File: src/design/sadc_regs.svh
// sadc_regs.svh: register offsets, fields, reset values and timing counts
// assumes: included by bare name from the scan control, its base clock counter, the checker and the bench
// Function
// - 14-bit variant packs result with two digital bits
// - result in bits 15..2, digital bits 1..0
// - each word goes to holding register and FIFO
// - digital bits captured on busy rising edge
// - bipolar 14-bit codes are two's complement
// - unipolar 14-bit codes use same pattern
// - 16-bit variant codes are straight binary
// - software start fires exactly one conversion
// - per-channel range settings held until changed
// - spans 10/5/2.5/1.25 V, bipolar/unipolar, or off
// - 24-bit scan-interval counter sets scan period
// - 24-bit post-scan counter ends acquisition
// - one strobe samples all four channels
// - scan-interval terminal count makes strobe
// - base clock selects internal or external pin
// - scan acquisition waits for trigger
`ifndef SADC_REGS_SVH
`define SADC_REGS_SVH
`define SADC_CTRL_OFS       12'h000
`define SADC_STATUS_OFS     12'h004
`define SADC_INTERVAL_OFS   12'h008
`define SADC_POSTSCAN_OFS   12'h00c
`define SADC_CHCFG_OFS      12'h010
`define SADC_HOLD_OFS       12'h014
`define SADC_FIFO_OFS       12'h018
`define SADC_CMD_OFS        12'h01c
`define SADC_CTRL_SCAN_BIT  0
`define SADC_CTRL_EXT_BIT   1
`define SADC_CTRL_V14_BIT   2
`define SADC_CMD_START_BIT  0
`define SADC_CMD_TRIG_BIT   1
`define SADC_CMD_STOP_BIT   2
`define SADC_CHCFG_RESET    16'h0000
`define SADC_INTERVAL_RESET 24'h000050
`define SADC_STROBE_NS      40
`define SADC_CLK_NS         8
`define SADC_STROBE_CYC     ((`SADC_STROBE_NS + `SADC_CLK_NS - 1) / `SADC_CLK_NS)
`endif

File: src/design/sadc_pkg.sv
// sadc_pkg.sv: types for the scan control
// assumes: nothing beyond the tool's SystemVerilog support
package sadc_pkg;
    typedef enum logic [4:0] {
        SADC_IDLE   = 5'b00001,
        SADC_ARMED  = 5'b00010,
        SADC_STROBE = 5'b00100,
        SADC_BUSY   = 5'b01000,
        SADC_STORE  = 5'b10000
    } sadc_state_t;
    typedef enum logic [1:0] {
        SADC_SPAN_10  = 2'h0,
        SADC_SPAN_5   = 2'h1,
        SADC_SPAN_2P5 = 2'h2,
        SADC_SPAN_1P25 = 2'h3
    } sadc_span_t;
endpackage

File: src/design/sadc_scan_ctrl.sv
// sadc_scan_ctrl.sv: APB slave, scan sequencing, strobe, word packing
// assumes: converter results valid at busy rising edge; pins synchronous to pclk
//
// Added by the designer: the address map and register access over APB.
`include "sadc_regs.svh"
`timescale 1ns/100ps
`default_nettype none
module sadc_scan_ctrl #(
    parameter int CH  = 4,
    parameter int AW  = 4,
    parameter int CW  = 24
) (
    input  wire logic          pclk,
    input  wire logic          presetn,
    input  wire logic          psel,
    input  wire logic          penable,
    input  wire logic          pwrite,
    input  wire logic [11:0]   paddr,
    input  wire logic [31:0]   pwdata,
    output logic [31:0]        prdata,
    output logic               pready,
    output logic               pslverr,
    input  wire logic          internal_clk_in,
    input  wire logic          external_base_clock_in,
    input  wire logic          converter_busy_n,
    input  wire logic [15:0]   conv_result,
    input  wire logic [CH*2-1:0] sync_digital_bits,
    output logic               conversion_strobe,
    output logic [CH*4-1:0]    channel_range,
    output logic [1:0]         result_channel
);
    sadc_pkg::sadc_state_t state;
    sadc_pkg::sadc_state_t next_state;
    logic          scan_mode;
    logic          use_ext;
    logic          v14;
    logic [CW-1:0] interval;
    logic [CW-1:0] post_scan_count;
    logic [CW-1:0] scans_left;
    logic [CH*4-1:0] chcfg;
    logic [15:0]   hold;
    logic [CH*2-1:0] sdi_q;
    logic          data_ready;
    logic          acq_run;
    logic [2:0]    strobe_cnt;
    logic [1:0]    chan;
    logic          busy_d;
    logic          busy_rise;
    logic          scan_begin;
    logic          wr_acc;
    logic          rd_acc;
    logic          sw_start;
    logic          sw_trig;
    logic          sw_stop;
    logic          fifo_pop;
    logic [15:0]   fifo_rd;
    logic          fifo_empty;
    logic          fifo_full;
    logic          fifo_wr;
    logic [15:0]   word;
    logic [31:0]   next_prdata;

    assign wr_acc    = psel && penable && pwrite && pready;
    assign rd_acc    = psel && penable && !pwrite && pready;
    assign sw_start  = wr_acc && paddr == `SADC_CMD_OFS && pwdata[`SADC_CMD_START_BIT];
    assign sw_trig   = wr_acc && paddr == `SADC_CMD_OFS && pwdata[`SADC_CMD_TRIG_BIT];
    assign sw_stop   = wr_acc && paddr == `SADC_CMD_OFS && pwdata[`SADC_CMD_STOP_BIT];
    assign fifo_pop  = rd_acc && paddr == `SADC_FIFO_OFS;
    assign busy_rise = converter_busy_n && !busy_d;

    // 14-bit result in 15..2, digital bits of this channel in 1..0; else 16-bit binary
    always_comb begin
        word = conv_result;
        if (v14 && state == sadc_pkg::SADC_BUSY) begin
            word = {conv_result[13:0], sync_digital_bits[chan*2 +: 2]};
        end else if (v14) begin
            word = {conv_result[13:0], sdi_q[chan*2 +: 2]};
        end
    end

    assign fifo_wr = (state == sadc_pkg::SADC_STORE);

    sadc_counter_base_clock #(.CW(CW)) u_counter_base_clock (
        .pclk                   (pclk),
        .presetn                (presetn),
        .use_external           (use_ext),
        .internal_clk_in        (internal_clk_in),
        .external_base_clock_in (external_base_clock_in),
        .run                    (acq_run),
        .interval               (interval),
        .scan_begin             (scan_begin)
    );

    sadc_fifo #(.W(16), .AW(AW)) u_fifo (
        .pclk    (pclk),
        .presetn (presetn),
        .wr_en   (fifo_wr),
        .wr_data (hold),
        .rd_en   (fifo_pop),
        .rd_data (fifo_rd),
        .empty   (fifo_empty),
        .full    (fifo_full)
    );

    // registers software writes
    always_ff @(posedge pclk or negedge presetn) begin
        if (!presetn) begin
            scan_mode       <= 1'b0;
            use_ext         <= 1'b0;
            v14             <= 1'b1;
            interval        <= `SADC_INTERVAL_RESET;
            post_scan_count <= '0;
            chcfg           <= `SADC_CHCFG_RESET;
        end else if (wr_acc) begin
            unique case (paddr)
                `SADC_CTRL_OFS: begin
                    scan_mode <= pwdata[`SADC_CTRL_SCAN_BIT];
                    use_ext   <= pwdata[`SADC_CTRL_EXT_BIT];
                    v14       <= pwdata[`SADC_CTRL_V14_BIT];
                end
                `SADC_INTERVAL_OFS: interval <= pwdata[CW-1:0];
                `SADC_POSTSCAN_OFS: post_scan_count <= pwdata[CW-1:0];
                `SADC_CHCFG_OFS: chcfg <= pwdata[CH*4-1:0];
                default: ;
            endcase
        end
    end

    // per channel: bits 1..0 span, bit 2 unipolar, bit 3 disabled; held until rewritten
    always_ff @(posedge pclk or negedge presetn) begin
        if (!presetn) begin
            channel_range <= `SADC_CHCFG_RESET;
        end else begin
            channel_range <= chcfg;
        end
    end

    always_ff @(posedge pclk or negedge presetn) begin
        if (!presetn) begin
            busy_d <= 1'b1;
        end else begin
            busy_d <= converter_busy_n;
        end
    end

    // sequencer
    always_comb begin
        next_state = state;
        unique case (state)
            sadc_pkg::SADC_IDLE: begin
                if (sw_start && !scan_mode) begin
                    next_state = sadc_pkg::SADC_STROBE;
                end else if (acq_run) begin
                    next_state = sadc_pkg::SADC_ARMED;
                end
            end
            sadc_pkg::SADC_ARMED: begin
                if (!acq_run) begin
                    next_state = sadc_pkg::SADC_IDLE;
                end else if (scan_begin) begin
                    next_state = sadc_pkg::SADC_STROBE;
                end
            end
            sadc_pkg::SADC_STROBE: begin
                if (strobe_cnt == 3'(`SADC_STROBE_CYC - 1)) begin
                    next_state = sadc_pkg::SADC_BUSY;
                end
            end
            sadc_pkg::SADC_BUSY: begin
                if (busy_rise) begin
                    next_state = sadc_pkg::SADC_STORE;
                end
            end
            // four store cycles: the FIFO takes hold one cycle behind the channel walk
            sadc_pkg::SADC_STORE: begin
                if (chan != 2'h0) begin
                    next_state = sadc_pkg::SADC_STORE;
                end else if (acq_run) begin
                    next_state = sadc_pkg::SADC_ARMED;
                end else begin
                    next_state = sadc_pkg::SADC_IDLE;
                end
            end
        endcase
    end

    always_ff @(posedge pclk or negedge presetn) begin
        if (!presetn) begin
            state <= sadc_pkg::SADC_IDLE;
        end else begin
            state <= next_state;
        end
    end

    always_ff @(posedge pclk or negedge presetn) begin
        if (!presetn) begin
            strobe_cnt        <= '0;
            conversion_strobe <= 1'b0;
        end else begin
            conversion_strobe <= (next_state == sadc_pkg::SADC_STROBE);
            if (state == sadc_pkg::SADC_STROBE) begin
                strobe_cnt <= strobe_cnt + 3'h1;
            end else begin
                strobe_cnt <= '0;
            end
        end
    end

    // acquisition run: starts on trigger, counts scans down to zero
    always_ff @(posedge pclk or negedge presetn) begin
        if (!presetn) begin
            acq_run    <= 1'b0;
            scans_left <= '0;
        end else if (sw_stop || !scan_mode) begin
            acq_run <= 1'b0;
        end else if (!acq_run && sw_trig && post_scan_count != '0) begin
            acq_run    <= 1'b1;
            scans_left <= post_scan_count;
        end else if (acq_run && scan_begin && state == sadc_pkg::SADC_ARMED) begin
            scans_left <= scans_left - {{(CW-1){1'b0}}, 1'b1};
            if (scans_left == {{(CW-1){1'b0}}, 1'b1}) begin
                acq_run <= 1'b0;
            end
        end
    end

    // channel walk over the simultaneous results, wrapping to 0 after the last
    always_ff @(posedge pclk or negedge presetn) begin
        if (!presetn) begin
            chan           <= '0;
            result_channel <= '0;
        end else if (state == sadc_pkg::SADC_BUSY && busy_rise) begin
            chan           <= 2'h1;
            result_channel <= 2'h1;
        end else if (state == sadc_pkg::SADC_STORE && chan != 2'h0) begin
            chan           <= chan + 2'h1;
            result_channel <= chan + 2'h1;
        end else if (state != sadc_pkg::SADC_STORE) begin
            chan           <= '0;
            result_channel <= '0;
        end
    end

    // holding register: ch0 at the busy edge, then one channel per cycle
    always_ff @(posedge pclk or negedge presetn) begin
        if (!presetn) begin
            hold <= '0;
        end else if ((state == sadc_pkg::SADC_BUSY && busy_rise) ||
                     (state == sadc_pkg::SADC_STORE && chan != 2'h0)) begin
            hold <= word;
        end
    end

    // digital bits of every channel latched at the busy edge
    always_ff @(posedge pclk or negedge presetn) begin
        if (!presetn) begin
            sdi_q <= '0;
        end else if (state == sadc_pkg::SADC_BUSY && busy_rise) begin
            sdi_q <= sync_digital_bits;
        end
    end

    // poll flag: set by a push, cleared by a holding read; set wins
    always_ff @(posedge pclk or negedge presetn) begin
        if (!presetn) begin
            data_ready <= 1'b0;
        end else if (fifo_wr) begin
            data_ready <= 1'b1;
        end else if (rd_acc && paddr == `SADC_HOLD_OFS) begin
            data_ready <= 1'b0;
        end
    end

    // read mux
    always_comb begin
        next_prdata = 32'h0000_0000;
        unique case (paddr)
            `SADC_CTRL_OFS:     next_prdata = {29'h0, v14, use_ext, scan_mode};
            `SADC_STATUS_OFS:   next_prdata = {26'h0, fifo_full, fifo_empty,
                                               (state != sadc_pkg::SADC_IDLE),
                                               acq_run, 1'b0, data_ready};
            `SADC_INTERVAL_OFS: next_prdata = {8'h00, interval};
            `SADC_POSTSCAN_OFS: next_prdata = {8'h00, scans_left};
            `SADC_CHCFG_OFS:    next_prdata = {16'h0000, chcfg};
            `SADC_HOLD_OFS:     next_prdata = {16'h0000, hold};
            `SADC_FIFO_OFS:     next_prdata = {16'h0000, fifo_rd};
            default:            next_prdata = 32'h0000_0000;
        endcase
    end

    // one wait state: pready in the second access cycle
    always_ff @(posedge pclk or negedge presetn) begin
        if (!presetn) begin
            pready  <= 1'b0;
            pslverr <= 1'b0;
            prdata  <= '0;
        end else begin
            pready  <= psel && penable && !pready;
            pslverr <= psel && penable && !pready && (paddr[1:0] != 2'h0 ||
                       paddr > `SADC_CMD_OFS);
            prdata  <= (psel && penable && !pready) ? next_prdata : 32'h0000_0000;
        end
    end
endmodule // sadc_scan_ctrl
`default_nettype wire

File: src/design/sadc_counter_base_clock.sv
// sadc_counter_base_clock.sv: selected base clock edge detect and scan-interval counter
// assumes: base clock pins synchronous to pclk and slower than pclk / 2
`include "sadc_regs.svh"
`timescale 1ns/100ps
`default_nettype none
module sadc_counter_base_clock #(
    parameter int CW = 24
) (
    input  wire logic          pclk,
    input  wire logic          presetn,
    input  wire logic          use_external,
    input  wire logic          internal_clk_in,
    input  wire logic          external_base_clock_in,
    input  wire logic          run,
    input  wire logic [CW-1:0] interval,
    output logic               scan_begin
);
    logic          base_d;
    logic          counter_base_clock;
    logic          base_tick;
    logic [CW-1:0] count;

    assign counter_base_clock = use_external ? external_base_clock_in : internal_clk_in;
    assign base_tick = counter_base_clock & ~base_d;

    always_ff @(posedge pclk or negedge presetn) begin
        if (!presetn) begin
            base_d <= 1'b0;
        end else begin
            base_d <= counter_base_clock;
        end
    end

    always_ff @(posedge pclk or negedge presetn) begin
        if (!presetn) begin
            count      <= '0;
            scan_begin <= 1'b0;
        end else begin
            scan_begin <= 1'b0;
            if (!run) begin
                count <= '0;
            end else if (base_tick) begin
                if (count <= {{(CW-1){1'b0}}, 1'b1}) begin
                    count      <= interval;
                    scan_begin <= 1'b1;
                end else begin
                    count <= count - {{(CW-1){1'b0}}, 1'b1};
                end
            end
        end
    end
endmodule // sadc_counter_base_clock
`default_nettype wire

File: src/design/sadc_fifo.sv
// sadc_fifo.sv: data FIFO for conversion words
// assumes: reader pops with rd_en only while not empty
`timescale 1ns/100ps
`default_nettype none
module sadc_fifo #(
    parameter int W  = 16,
    parameter int AW = 4
) (
    input  wire logic         pclk,
    input  wire logic         presetn,
    input  wire logic         wr_en,
    input  wire logic [W-1:0] wr_data,
    input  wire logic         rd_en,
    output logic [W-1:0]      rd_data,
    output logic              empty,
    output logic              full
);
    logic [W-1:0] mem [0:(1<<AW)-1];
    logic [AW:0]  wp;
    logic [AW:0]  rp;

    assign empty   = (wp == rp);
    assign full    = (wp[AW] != rp[AW]) && (wp[AW-1:0] == rp[AW-1:0]);
    assign rd_data = mem[rp[AW-1:0]];

    always_ff @(posedge pclk) begin
        if (wr_en && !full) begin
            mem[wp[AW-1:0]] <= wr_data;
        end
    end

    always_ff @(posedge pclk or negedge presetn) begin
        if (!presetn) begin
            wp <= '0;
            rp <= '0;
        end else begin
            if (wr_en && !full) begin
                wp <= wp + {{AW{1'b0}}, 1'b1};
            end
            if (rd_en && !empty) begin
                rp <= rp + {{AW{1'b0}}, 1'b1};
            end
        end
    end
endmodule // sadc_fifo
`default_nettype wire

File: config.mk
export PLATFORM = sky130hd
export DESIGN_NAME = sadc_scan_ctrl
export DESIGN_NICKNAME = d
export VERILOG_FILES = /design/src/design/sadc_pkg.sv /design/src/design/sadc_scan_ctrl.sv /design/src/design/sadc_counter_base_clock.sv /design/src/design/sadc_fifo.sv
export VERILOG_INCLUDE_DIRS = /design/src /design/src/design
export SDC_FILE = /design/constraint.sdc
export NUM_CORES = 1
export LEC_CHECK = 0
export BUFFER_PORTS_ARGS = -buffer_cell sky130_fd_sc_hd__buf_2
export CAP_MARGIN = 20
export CORE_ASPECT_RATIO = 1.2
export CORE_MARGIN = 8
export CORE_UTILIZATION = 50
export DETAILED_ROUTE_END_ITERATION = 12
export PLACE_DENSITY = 0.79
export SLEW_MARGIN = 10
export SYNTH_ARGS = -nofsm -noshare
export SYNTH_HDL_FRONTEND = slang
export SYNTH_SLANG_ARGS = --single-unit
File: constraint.sdc
create_clock -name pclk -period 3.8 [get_ports pclk]
set_input_delay 0.57 -clock pclk [delete_from_list [all_inputs] [get_ports pclk]]
set_output_delay 0.57 -clock pclk [all_outputs]
set_load 0.01 [all_outputs]
==> Implementation_results.wiki <==
{| class="wikitable"
! Metric !! Value
|-
| Run status || completed
|-
| Die X-Extent || 199 um
|-
| Global-route wire length before repair || 78.4 mm
|-
| Mux share of post-synthesis cell area || 15.0%
|-
| Core outline area || 39,700 sq um
|-
| Final-report hold violation count || 0
|-
| Delay contributed by the slowest stage of the critical path || 860 ps
|-
| Filler instances || 3,004
|-
| Count of flip-flops with a built-in enable after synthesis || 256
|-
| Final setup violation count || 0
|-
| Synth warnings || 0
|-
| Relative slew margins || 28.8%
|-
| Largest net degree at the start of global routing || 110
|-
| Starting DRC count in detailed routing || 1,032
|-
| Unrepaired setup endpoints after global routing || false
|-
| Rows || 80
|-
| WS Path Type || register to register
|-
| Register cell area after layout || 12,900 sq um
|-
| Largest area contributor in the synthesized netlist || sky130_fd_sc_hd__edfxtp_1
|-
| Fraction of synthesized cell area in xor and xnor cells || 0.698%
|-
| Switching portion of total power || 20.3%
|-
| Seq/Total Area, Yosys || 64.1%
|-
| Largest family of logic cells by synthesized area || multiplexers
|-
| Post-detail-place hpwl || 33.9 mm
|-
| Final estimated routing congestion in global placement || 0.930
|-
| Combined global-route utilization of all metal layers || 21.8%
|-
| Area taken by multi-input logic gates || 6750 sq um
|-
| Final critical-path required period || 3100 ps
|-
| Worst VDD drop || 0.000353 V
|-
| Count of pins on the block boundary || 129
|-
| Number of instances resized during post-cts repair || 0
|-
| Number of buffers added by the clock tree synthesis step || 44
|-
| Fraction of power consumed by the clock network || 45.1%
|-
| Synth Cell Area || 20,100 sq um
|-
| Clock Tree Buf Depth || 3
|-
| Via count of the first global-routing pass || 13,300
|-
| Post-CTS Setup Bufs || 0
|-
| H-tree levels || 2
|-
| Endpoint arrival time on the critical path || 3270 ps
|-
| Count of mapped cells out of synthesis || 1,400
|-
| Leakage power figure || 8.91 nW
|-
| Total number of vias || 13,000
|-
| Leading cell types by count after synthesis || 256 x sky130_fd_sc_hd__edfxtp_1, 202 x sky130_fd_sc_hd__dfrtp_1, 94 x sky130_fd_sc_hd__a21oi_1, 90 x sky130_fd_sc_hd__mux2_2, 74 x sky130_fd_sc_hd__nor2_1
|-
| Routed wire length || 51.1 mm
|-
| Hold buffers post-CTS || 0
|-
| Sinks on Clock Net || 463
|-
| Final design area excluding fillers || 22,900 sq um
|-
| Pre-antenna DRT Iters || 5
|-
| Leading register cell type out of synthesis || sky130_fd_sc_hd__edfxtp_1
|-
| Post-synthesis share of cell area spent on and, or, nand and nor gates || 8.49%
|-
| Count leader, synth || sky130_fd_sc_hd__edfxtp_1
|-
| Placement Cell Area || 21,300 sq um
|-
| Total count of max-transition violations in the final report || 0
|-
| Seq pwr share || 53.2%
|-
| Maximum Capacitance Violations || 0
|-
| Biggest area contributors in the synthesized netlist || sky130_fd_sc_hd__edfxtp_1 38%, sky130_fd_sc_hd__dfrtp_1 25%, sky130_fd_sc_hd__mux4_2 8.2%
|-
| Worst Tran Pin Value || 1070 ps
|-
| Post-Synthesis Mean Instance Area || 14.3 sq um
|-
| Clock transition at the register clock pins on the worst setup and hold paths after CTS || 60 ps
|-
| Fraction of layout instances using a drive strength above 1 || 27.2%
|-
| Fmax || 323 MHz
|-
| Net count reported at finish || 1,608
|-
| Die Area || 46,900 sq um
|-
| Via-to-Cell Ratio || 6.22
|-
| DIE HEIGHT || 236 um
|-
| Highest-delay cell along the critical path || sky130_fd_sc_hd__and2_1
|-
| Clk Latency, worst-skew pair || 550 ps
|-
| Residual DRC count || 0
|-
| #FFs+latches synth || 463
|-
| Final global-route overflow total || 0
|-
| Launching element type of the critical path || register
|-
| Post-route clock period utilization || 81.5%
|-
| Adder-Cell Fraction of Synth Area || 0.747%
|-
| Count of unique library cells instantiated by Yosys || 69
|-
| Minimum setup slack among reg-to-reg paths || 700 ps
|-
| Power density over the cells || 440 nW/um^2
|-
| Number of buffer cells added on primary ports || 112
|-
| Required time reported for the critical path endpoint || 3970 ps
|-
| Average wire length per cell after detail routing || 24.5 um
|-
| CP endpoint kind || register
|-
| TritonCTS clock tree || done
|-
| Initial antenna violation count || 2
|-
| Worst min path class || input pin to asynchronous set/reset pin
|-
| Gate power share || 1.7%
|-
| Share of the synthesized area in the top cell type || 38.3%
|-
| Starting Density || 50.6%
|-
| Clock skew || 13.6 ps
|-
| Maximum fanout encountered on the critical timing path || 16
|-
| Switching power || 0.00204 W
|-
| CTS Root Cell || sky130_fd_sc_hd__clkbuf_16
|-
| Total negative slack || 0 ps
|-
| Area fraction in compound gates after synthesis || 8.33%
|-
| Asr flop ratio synth || 44.7%
|-
| Internal Dissipation || 0.00804 W
|-
| Growth of design area from synthesis to finish || 13.9%
|-
| ANT nets after route || 0
|-
| Crit-path cells || nor2_1 > nand3_1 > a21oi_1 > and3_1 > and2_1
|}
[critical path: cells and delay by family, from the launching register on]
kind | cells | cell delay (ps)
AOI/OAI and AO/OA | 1 | 630
DFF | 1 | 480
and+or+nand+nor | 4 | 1610
[stage by stage]
stage	total power [W]	hold slack (ps)	setup slack [ps]	instances	util [%]
global placement	0.00562	390	722	2006	53.7
detailed placement	0.00563	397	611	2006	53.7
global route	0.0103	119	546	2089	57.6
floorplan	0.00550	274	1360	1407	-
CTS	0.0101	116	681	2087	57.5
finish	0.0101	87.9	702	2089	57.6
[logic make-up after synthesis]
family          count (synthesis)
other cells                     1
simple gates                  321
fa+ha+maj                      12
buf+inv                       119
compound gates                269
xor+xnor                       16
mux                           199
flops                         463
[final cells by class]
class	count	area share [%]
antenna	1	0.0109
clock buffer	58	5.45
clock inverter	23	1.15
inverter	26	0.426
multi-input combinational	825	29.5
sequential	463	56.3
tap	533	2.91
timing repair buffer	160	4.26
[routing by layer]
| layer | up-vias | part of all wire [%] | track usage [%] | routed length [um] |
|---|---|---|---|---|
| met5 | - | 0.025 | 0 | 13 |
| met4 | 2 | 3.8 | 8.21 | 1950 |
| met3 | 121 | 7.2 | 4.32 | 3680 |
| met2 | 602 | 52 | 37.5 | 26400 |
| met1 | 6641 | 37 | 26.7 | 19100 |
| li1 | 5637 | - | - | - |
[placed cells by master (no fill, tap or decap), types with 5 or more instances in the layout]
cell type,instances
sky130_fd_sc_hd__edfxtp_1,256
sky130_fd_sc_hd__dfrtp_1,199
sky130_fd_sc_hd__buf_2,111
sky130_fd_sc_hd__a21oi_1,94
sky130_fd_sc_hd__mux2_2,90
sky130_fd_sc_hd__nor2_1,74
sky130_fd_sc_hd__mux4_2,73
sky130_fd_sc_hd__nand2_1,61
sky130_fd_sc_hd__o21ai_0,58
sky130_fd_sc_hd__clkbuf_16,46
sky130_fd_sc_hd__buf_4,45
sky130_fd_sc_hd__mux2i_1,36
sky130_fd_sc_hd__nor3_1,33
sky130_fd_sc_hd__nand3_1,29
sky130_fd_sc_hd__inv_1,26
sky130_fd_sc_hd__o22ai_1,26
sky130_fd_sc_hd__and2_1,21
sky130_fd_sc_hd__nor4_1,19
sky130_fd_sc_hd__nand4_1,17
sky130_fd_sc_hd__a221oi_1,14
sky130_fd_sc_hd__ha_1,12
sky130_fd_sc_hd__a22o_1,11
sky130_fd_sc_hd__and3_1,10
sky130_fd_sc_hd__xor2_1,9
sky130_fd_sc_hd__o31ai_1,9
sky130_fd_sc_hd__a22oi_1,8
sky130_fd_sc_hd__conb_1,8
sky130_fd_sc_hd__nor2b_1,7
sky130_fd_sc_hd__or4_1,7
sky130_fd_sc_hd__xnor2_1,7
sky130_fd_sc_hd__clkbuf_1,7
sky130_fd_sc_hd__clkinv_2,7
sky130_fd_sc_hd__nor3b_1,6
sky130_fd_sc_hd__or2_2,5
sky130_fd_sc_hd__or3_1,5
sky130_fd_sc_hd__o41ai_1,5
sky130_fd_sc_hd__dfstp_2,5
sky130_fd_sc_hd__clkbuf_8,5
sky130_fd_sc_hd__bufinv_16,5
[state kept, by name (all words and copies together) (netlist names), 2 cells and up]
| register | count |
|---|---|
| u_fifo.mem | 256 |
| interval | 24 |
| post_scan_count | 24 |
| prdata | 24 |
| scans_left | 24 |
| u_counter_base_clock.count | 24 |
| channel_range | 16 |
| chcfg | 16 |
| hold | 16 |
| sdi_q | 8 |
| state | 5 |
| u_fifo.rp | 5 |
| u_fifo.wp | 5 |
| strobe_cnt | 3 |
| chan | 2 |
[final timing paths]
check | end | cells past startpoint | from
setup reg to reg | u_fifo.mem[12][0] | 5 | state[3]
max in group asynchronous | busy_d | 2 | presetn
hold reg to reg | channel_range[11] | 0 | chcfg[11]
hold / removal | channel_range[15] | 1 | presetn
min in group pclk | busy_d | 1 | converter_busy_n
setup / recovery | u_fifo.mem[12][0] | 5 | state[3]
[power groups by stage]
stage	clock network, W	logic, W	registers (W)
after CTS	0.00461	0.000168	0.00537
after global placement	0	0.000162	0.00546
after detailed placement	0	0.000167	0.00547
after floorplan	0	0.0000530	0.00545
final	0.00455	0.000167	0.00537
after global routing	0.00479	0.000185	0.00537
No activity file was read; power rests on OpenSTA's default activity.
